<file path="src/cib_regs.svh">
// Constants for the instruction execution block
`ifndef CIB_REGS_SVH
`define CIB_REGS_SVH
`define CIB_TRAP_VECTOR 11'h001
`define CIB_PC_RESET 11'h000
`define CIB_ACC_RESET 8'h00
`define CIB_TRAP_CYCLES 2'h3
`define CIB_JUMP_CYCLES 2'h2
`define CIB_SKIP_CYCLES 2'h2
`define CIB_ONE_CYCLE 2'h1
`define CIB_REG_ADDR_MAX 7'h7f
`endif

</file>
<file path="src/cib_pkg.sv">
// Types for the instruction execution block
package cib_pkg;
   typedef enum logic [2:0]
   {
      CIB_OP_NOP,
      CIB_OP_GLOBAL_IRQ_ON,
      CIB_OP_ADD_ONE_TO_REGISTER,
      CIB_OP_ADD_ONE_SKIP_ON_ZERO,
      CIB_OP_JUMP_VIA_ACCUMULATOR,
      CIB_OP_SOFTWARE_TRAP,
      CIB_OP_OR_IMMEDIATE_INTO_ACCUMULATOR
   } cib_op_type;
   typedef struct packed
   {
      cib_op_type op;
      logic [6:0] reg_addr;
      logic dest_reg;
      logic [7:0] imm;
   } cib_instr_type;
   typedef struct packed
   {
      logic we;
      logic [6:0] addr;
      logic [7:0] data;
   } cib_rf_write_type;
   typedef struct packed
   {
      logic push;
      logic [10:0] ret_addr;
   } cib_stack_push_type;
endpackage : cib_pkg

</file>
<file path="src/cib_core.sv">
// Execution of irq enable, increments, accumulator jump, trap and OR immediate
// Overview of operation
// - Global irq on sets the enable flag in one cycle.
// - Add one to register; result to accumulator or register; updates zero; one cycle.
// - Add one skip on zero stores result to accumulator or register per destination.
// - Zero result discards fetched next instruction, runs no-op, two cycles total.
// - Accumulator jump loads PC from page low bits and accumulator; two cycles.
// - Software trap pushes PC plus one, loads vector 0x001; three cycles.
// - OR immediate into accumulator, updates zero, one cycle.
`timescale 1ns/10ps
`include "cib_regs.svh"
module cib_core
   import cib_pkg::*;
(
   // Clock and reset
   input wire logic i_core_clk,
   input wire logic i_rst,
   // Decoded instruction from fetch
   input wire logic i_instr_valid,
   input wire cib_instr_type i_instr,
   // Register file read data for i_instr.reg_addr
   input wire logic [7:0] i_reg_rdata,
   // Table page high register value
   input wire logic [7:0] i_table_page_high,
   // Register file write
   output cib_rf_write_type o_rf_write,
   // Stack push
   output cib_stack_push_type o_stack_push,
   // Architectural state
   output logic [7:0] o_acc,
   output logic o_zero_flag,
   output logic o_global_irq_enable_flag,
   output logic [10:0] o_pc,
   // Handshake: ready for next instruction, fetched word discarded
   output logic o_ready,
   output logic o_flush
);
   logic [7:0] acc_ff;
   logic [7:0] nxt_acc;
   logic zero_ff;
   logic nxt_zero;
   logic gie_ff;
   logic nxt_gie;
   logic [10:0] pc_ff;
   logic [10:0] nxt_pc;
   logic [1:0] busy_ff;
   logic [1:0] nxt_busy;
   logic flush_ff;
   logic nxt_flush;
   cib_rf_write_type rfw_ff;
   cib_rf_write_type nxt_rfw;
   cib_stack_push_type push_ff;
   cib_stack_push_type nxt_push;
   logic [7:0] alu_result;
   logic alu_zero;

   // Instruction is taken only when not stalled by a multi-cycle one
   wire logic take = i_instr_valid && (busy_ff == 2'h0);
   wire cib_op_type op = i_instr.op;
   wire logic is_irq_on = take && (op == CIB_OP_GLOBAL_IRQ_ON);
   wire logic is_inc = take && (op == CIB_OP_ADD_ONE_TO_REGISTER);
   wire logic is_incsz = take && (op == CIB_OP_ADD_ONE_SKIP_ON_ZERO);
   wire logic is_jump = take && (op == CIB_OP_JUMP_VIA_ACCUMULATOR);
   wire logic is_trap = take && (op == CIB_OP_SOFTWARE_TRAP);
   wire logic is_or = take && (op == CIB_OP_OR_IMMEDIATE_INTO_ACCUMULATOR);
   wire logic any_inc = is_inc || is_incsz;
   wire logic [10:0] pc_plus_one = 11'(pc_ff + 11'h001);
   wire logic [1:0] busy_dec = 2'(busy_ff - 2'h1);

   cib_alu u_alu
   (
      .i_reg_data(i_reg_rdata),
      .i_acc(acc_ff),
      .i_imm(i_instr.imm),
      .i_sel_or(is_or),
      .o_result(alu_result),
      .o_zero(alu_zero)
   );

   // Next-state selection for each instruction
   always_comb
   begin
      nxt_acc = acc_ff;
      nxt_zero = zero_ff;
      nxt_gie = gie_ff;
      nxt_pc = pc_ff;
      nxt_busy = (busy_ff != 2'h0) ? busy_dec : 2'h0;
      nxt_flush = 1'b0;
      nxt_rfw = '0;
      nxt_push = '0;
      if (take)
      begin
         nxt_pc = pc_plus_one;
      end
      if (is_irq_on)
      begin
         nxt_gie = 1'b1;
      end
      if (any_inc)
      begin
         nxt_zero = alu_zero;
         if (i_instr.dest_reg)
         begin
            nxt_rfw.we = 1'b1;
            nxt_rfw.addr = i_instr.reg_addr;
            nxt_rfw.data = alu_result;
         end
         else
         begin
            nxt_acc = alu_result;
         end
      end
      if (is_incsz && alu_zero)
      begin
         nxt_flush = 1'b1;
         nxt_pc = 11'(pc_ff + 11'h002);
         nxt_busy = 2'(`CIB_SKIP_CYCLES - `CIB_ONE_CYCLE);
      end
      if (is_jump)
      begin
         nxt_pc = {i_table_page_high[2:0], acc_ff};
         nxt_busy = 2'(`CIB_JUMP_CYCLES - `CIB_ONE_CYCLE);
      end
      if (is_trap)
      begin
         nxt_push.push = 1'b1;
         nxt_push.ret_addr = pc_plus_one;
         nxt_pc = `CIB_TRAP_VECTOR;
         nxt_busy = 2'(`CIB_TRAP_CYCLES - `CIB_ONE_CYCLE);
      end
      if (is_or)
      begin
         nxt_acc = alu_result;
         nxt_zero = alu_zero;
      end
   end

   // Architectural state registers
   always_ff @(posedge i_core_clk or posedge i_rst)
   begin
      if (i_rst)
      begin
         acc_ff <= `CIB_ACC_RESET;
         zero_ff <= 1'b0;
         gie_ff <= 1'b0;
         pc_ff <= `CIB_PC_RESET;
      end
      else
      begin
         acc_ff <= nxt_acc;
         zero_ff <= nxt_zero;
         gie_ff <= nxt_gie;
         pc_ff <= nxt_pc;
      end
   end

   // Sequencing and strobe registers
   always_ff @(posedge i_core_clk or posedge i_rst)
   begin
      if (i_rst)
      begin
         busy_ff <= 2'h0;
         flush_ff <= 1'b0;
         rfw_ff <= '0;
         push_ff <= '0;
      end
      else
      begin
         busy_ff <= nxt_busy;
         flush_ff <= nxt_flush;
         rfw_ff <= nxt_rfw;
         push_ff <= nxt_push;
      end
   end

   assign o_acc = acc_ff;
   assign o_zero_flag = zero_ff;
   assign o_global_irq_enable_flag = gie_ff;
   assign o_pc = pc_ff;
   assign o_rf_write = rfw_ff;
   assign o_stack_push = push_ff;
   assign o_flush = flush_ff;
   // Stall while a multi-cycle instruction finishes
   assign o_ready = (busy_ff == 2'h0);

   a_irq_on_sets: assert property (@(posedge i_core_clk) disable iff (i_rst) is_irq_on |=> gie_ff)
      else $error("irq enable flag not set");
   a_inc_to_acc: assert property (@(posedge i_core_clk) disable iff (i_rst)
      (is_inc && !i_instr.dest_reg) |=> (acc_ff == 8'($past(i_reg_rdata) + 8'h01)) && !rfw_ff.we)
      else $error("increment to accumulator wrong");
   a_incsz_to_reg: assert property (@(posedge i_core_clk) disable iff (i_rst)
      (is_incsz && i_instr.dest_reg) |=> rfw_ff.we && (rfw_ff.data == 8'($past(i_reg_rdata) + 8'h01)))
      else $error("skip increment write wrong");
   a_skip_two_cycles: assert property (@(posedge i_core_clk) disable iff (i_rst)
      (is_incsz && alu_zero) |=> flush_ff && !o_ready ##1 o_ready)
      else $error("skip timing wrong");
   a_jump_target: assert property (@(posedge i_core_clk) disable iff (i_rst)
      is_jump |=> (pc_ff == {$past(i_table_page_high[2:0]), $past(acc_ff)}) && $stable(zero_ff) && !o_ready)
      else $error("jump target wrong");
   a_trap_vector: assert property (@(posedge i_core_clk) disable iff (i_rst)
      is_trap |=> push_ff.push && (pc_ff == 11'h001) && !o_ready ##1 !o_ready ##1 o_ready)
      else $error("trap sequence wrong");
   a_or_result: assert property (@(posedge i_core_clk) disable iff (i_rst)
      is_or |=> (acc_ff == ($past(acc_ff) | $past(i_instr.imm))) && o_ready)
      else $error("or immediate wrong");
   a_zero_flag: assert property (@(posedge i_core_clk) disable iff (i_rst)
      (is_or || any_inc) |=> (zero_ff == ($past(is_or) ? (($past(acc_ff) | $past(i_instr.imm)) == 8'h00)
      : ($past(i_reg_rdata) == 8'hff))))
      else $error("zero flag wrong");

   c_skip: cover property (@(posedge i_core_clk) disable iff (i_rst) is_incsz && alu_zero);
   c_trap: cover property (@(posedge i_core_clk) disable iff (i_rst) is_trap);
   c_jump: cover property (@(posedge i_core_clk) disable iff (i_rst) is_jump);
   c_wrap: cover property (@(posedge i_core_clk) disable iff (i_rst) is_inc && i_reg_rdata == 8'hff);
endmodule : cib_core

</file>
<file path="src/cib_alu.sv">
// Increment and OR datapath with zero detect
`timescale 1ns/10ps
`include "cib_regs.svh"
module cib_alu
   import cib_pkg::*;
(
   // Operands
   input wire logic [7:0] i_reg_data,
   input wire logic [7:0] i_acc,
   input wire logic [7:0] i_imm,
   input wire logic i_sel_or,
   // Result
   output logic [7:0] o_result,
   output logic o_zero
);
   // Increment wraps naturally at eight bits
   wire logic [7:0] inc_value = 8'(i_reg_data + 8'h01);
   wire logic [7:0] or_value = i_acc | i_imm;
   assign o_result = i_sel_or ? or_value : inc_value;
   assign o_zero = (o_result == 8'h00);
endmodule : cib_alu

</file>
<file path="config.mk">
export PLATFORM = sky130hd
export DESIGN_NAME = cib_core
export DESIGN_NICKNAME = d
export VERILOG_FILES = /design/src/cib_pkg.sv /design/src/cib_core.sv /design/src/cib_alu.sv
export VERILOG_INCLUDE_DIRS = /design/src /design/src/src
export SDC_FILE = /design/constraint.sdc
export NUM_CORES = 1
export LEC_CHECK = 0
export BUFFER_PORTS_ARGS = -buffer_cell sky130_fd_sc_hd__buf_4
export CAP_MARGIN = 20
export CORE_MARGIN = 1
export CORE_UTILIZATION = 50
export DETAILED_ROUTE_END_ITERATION = 10
export HOLD_SLACK_MARGIN = 0.15
export PLACE_DENSITY = 0.84
export SYNTH_ARGS = -nofsm -noshare
export SYNTH_HDL_FRONTEND = slang
export SYNTH_SLANG_ARGS = --single-unit
</file>
<file path="constraint.sdc">
create_clock -name i_core_clk -period 2.6 [get_ports i_core_clk]
set_input_delay 0.26 -clock i_core_clk [delete_from_list [all_inputs] [get_ports i_core_clk]]
set_output_delay 0.26 -clock i_core_clk [all_outputs]
set_load 0.1 [all_outputs]
</file>
==> run metrics <==
status=finished clean; clk root buf=clkbuf_8; DR WL/cell=16.2 um; CTS Hold Bufs=0; Final Wtd Congestion=0.857; Seq/Total Area, Yosys=0.500; CTS H-tree lvls=2; area delta synth->final=36.2%; worst vdd ir=0.943 mV; pin count of the biggest net entering global routing=43; initial antenna violation count=0; nets=407; required time of the critical path=2.79 ns; io pins=89; Startpoint Class=flop; FP Rows=25; I/O Buffers=83; n_diodes=0; via count=2495; YS warnings=0; post-synthesis cell type count=48; minimum clock period after layout=2.51 ns; setup ws final=0.0853 ns; Core Util, Final=0.731; Die Height=74.1 um; total power=0.00301 W; critical path fanouts, max=14; Die X=74.1 um; number of global-route vias before repair=2204; fill cell count=379; share of layout cells above drive strength 1=0.343; Peak Freq=398 MHz; Starting Density=0.537; Num CTS Buffers=5; Final Max Tran Viols=0; clock buffer depth=2; routed wire length=7040 um; worst-skew pair later-pin latency=0.31 ns; final worst clock skew=0.00754 ns; Vias/cell=5.75; max-cap violations=0; Hold Path Class=input pin to asynchronous set/reset pin; Top FF cell, synth=dfrtp_1; Pre-antenna DRT Iters=5; Core ar.=0.00485 mm2; Slowest cell on crit path=dfrtp_1; DRC Markers=0; Setup CP Type=flop to flop; antenna-violating nets left=0; Hold Violations, Final=0; worst rel slew slack=0.438; Die ar.=0.00550 mm2; syn nets=309; Syn Inst Count=268; mapped cell area=0.00260 mm2; worst slack, placed=0.0703 ns; commonest non-fill, non-tap cell in the layout=buf_4; Leakage=1.70 nW; CP Cell Sequence=nor3b_4 -> nand3_4 -> buf_4 -> and4_1 -> o21ai_2 -> nor3_4 -> buf_4 -> o21a_1 -> a311oi_1 -> nor3_1; slew at the pin closest to its max-slew limit=0.842 ns; Period Utilization, post-route=0.967; most used cell, CP=buf_4; Critical Path AT=2.70 ns; HPWL after DPL=5040 um; mean cell area of the mapped netlist=9.71 um2; clk sinks=52; first-pass GRT wire length=10800 um; #FFs+latches synth=52; grt ovf=0; Post-synth EDFFs=0; endpoints failing setup=0; DRT iter0 DRCs=225; Clk pin slew, worst setup/hold paths=0.09 ns; CTS tree=yes; CP peak stage delay=0.42 ns; kind of end point of the critical path=flop; PD cells=851 mW/mm2; post-synthesis async set-or-reset flop share=1.00; most frequent cells in the layout=buf_4 (100), dfrtp_1 (51), nor2_1 (24), nand2_1 (22), o21ai_0 (16); GR Util All Layers=0.263
metrics by stage:
| stage | area (um2) | TNS (ns) | std cells | hold WS (ns) |
|---|---|---|---|---|
| after global routing | 3540 | -0.0592 | 434 | 0.178 |
| after detailed placement | 3400 | 0 | 424 | 0.487 |
| final | 3540 | 0 | 434 | 0.125 |
| after CTS | 3490 | 0 | 432 | 0.154 |
| after floorplan | 2610 | 0 | 268 | 0.354 |
| after global placement | 3400 | 0 | 424 | 0.471 |
sequential cells by signal, indices dropped and copies added, names as in the netlist:
signal                    flops
o_flush                       1
o_pc                         11
busy_ff                       2
o_zero_flag                   1
o_stack_push                 12
o_rf_write                   16
o_acc                         8
o_global_irq_enable_flag      1
layout make-up:
class	count	area [um2]	area share
clock buffers	8	90.1	0.0254
inverters	14	52.6	0.0148
multi-input cells	191	1240	0.350
flip-flops and latches	52	1300	0.368
well taps	67	83.8	0.0237
repair buffers	102	773	0.218
critical path, delay by kind of cell, from the launching register on:
| kind | cells | cell delay [ns] |
|---|---|---|
| buffers and inverters | 2 | 0.36 |
| DFF | 1 | 0.42 |
| and+or+nand+nor | 5 | 0.90 |
| AOI/OAI and AO/OA | 3 | 0.70 |
synth_stat cells (all sizes together), types with 5 or more instances:
master	instances	area share
a21oi	12	0.023
a22oi	5	0.014
and3	11	0.026
clkbuf	10	0.015
dfrtp	52	0.50
inv	14	0.020
nand2	22	0.032
nand3	9	0.022
nor2	26	0.038
nor3	17	0.037
o21ai	18	0.035
xnor2	8	0.027
xor2	6	0.020
cell families (layout without fill, tap and decap cells):
group	count (synthesis)	count (layout)	share of synthesized area
AOI/OAI and AO/OA	64	64	0.166
xor gates and xnor gates	14	14	0.0471
adders and majority gates	3	3	0.0144
buffers and inverters	25	124	0.0370
DFF	52	52	0.500
muxes	6	6	0.0245
and+or+nand+nor	104	104	0.210
metal layers:
metal  global-route usage  up-vias  wire length, um
li1                     -     1156                -
met3               0.0447       14              580
met5                    0        -                0
met1                0.361     1188             2810
met4                0.109        0              146
met2                0.416      137             3500
power breakdown:
group	internal (W)	switching, W
Combinational	0.000372	0.00108
Sequential	0.000910	0.000175
Clock	0.000218	0.000254
path summary, 6_finish.rpt:
path | cells past startpoint | slack (ns) | endpoint | from
max | 10 | 0.09 | o_pc[9] | busy_ff[0]
min | 2 | 0.13 | o_stack_push[11] | i_rst
max reg2reg | 10 | 0.09 | o_pc[9] | busy_ff[0]
min reg2reg | 1 | 0.51 | o_global_irq_enable_flag | o_global_irq_enable_flag
max in group asynchronous | 3 | 1.83 | o_acc[6] | i_rst
min in group i_core_clk | 2 | 0.17 | o_rf_write[0] | i_reg_rdata[0]
what timing repair did:
item,CTS,global route
gates resized for setup,0,9
endpoints found under the setup margin,0,4
buffers inserted,0,2
No activity file was read; power rests on OpenSTA's default activity.
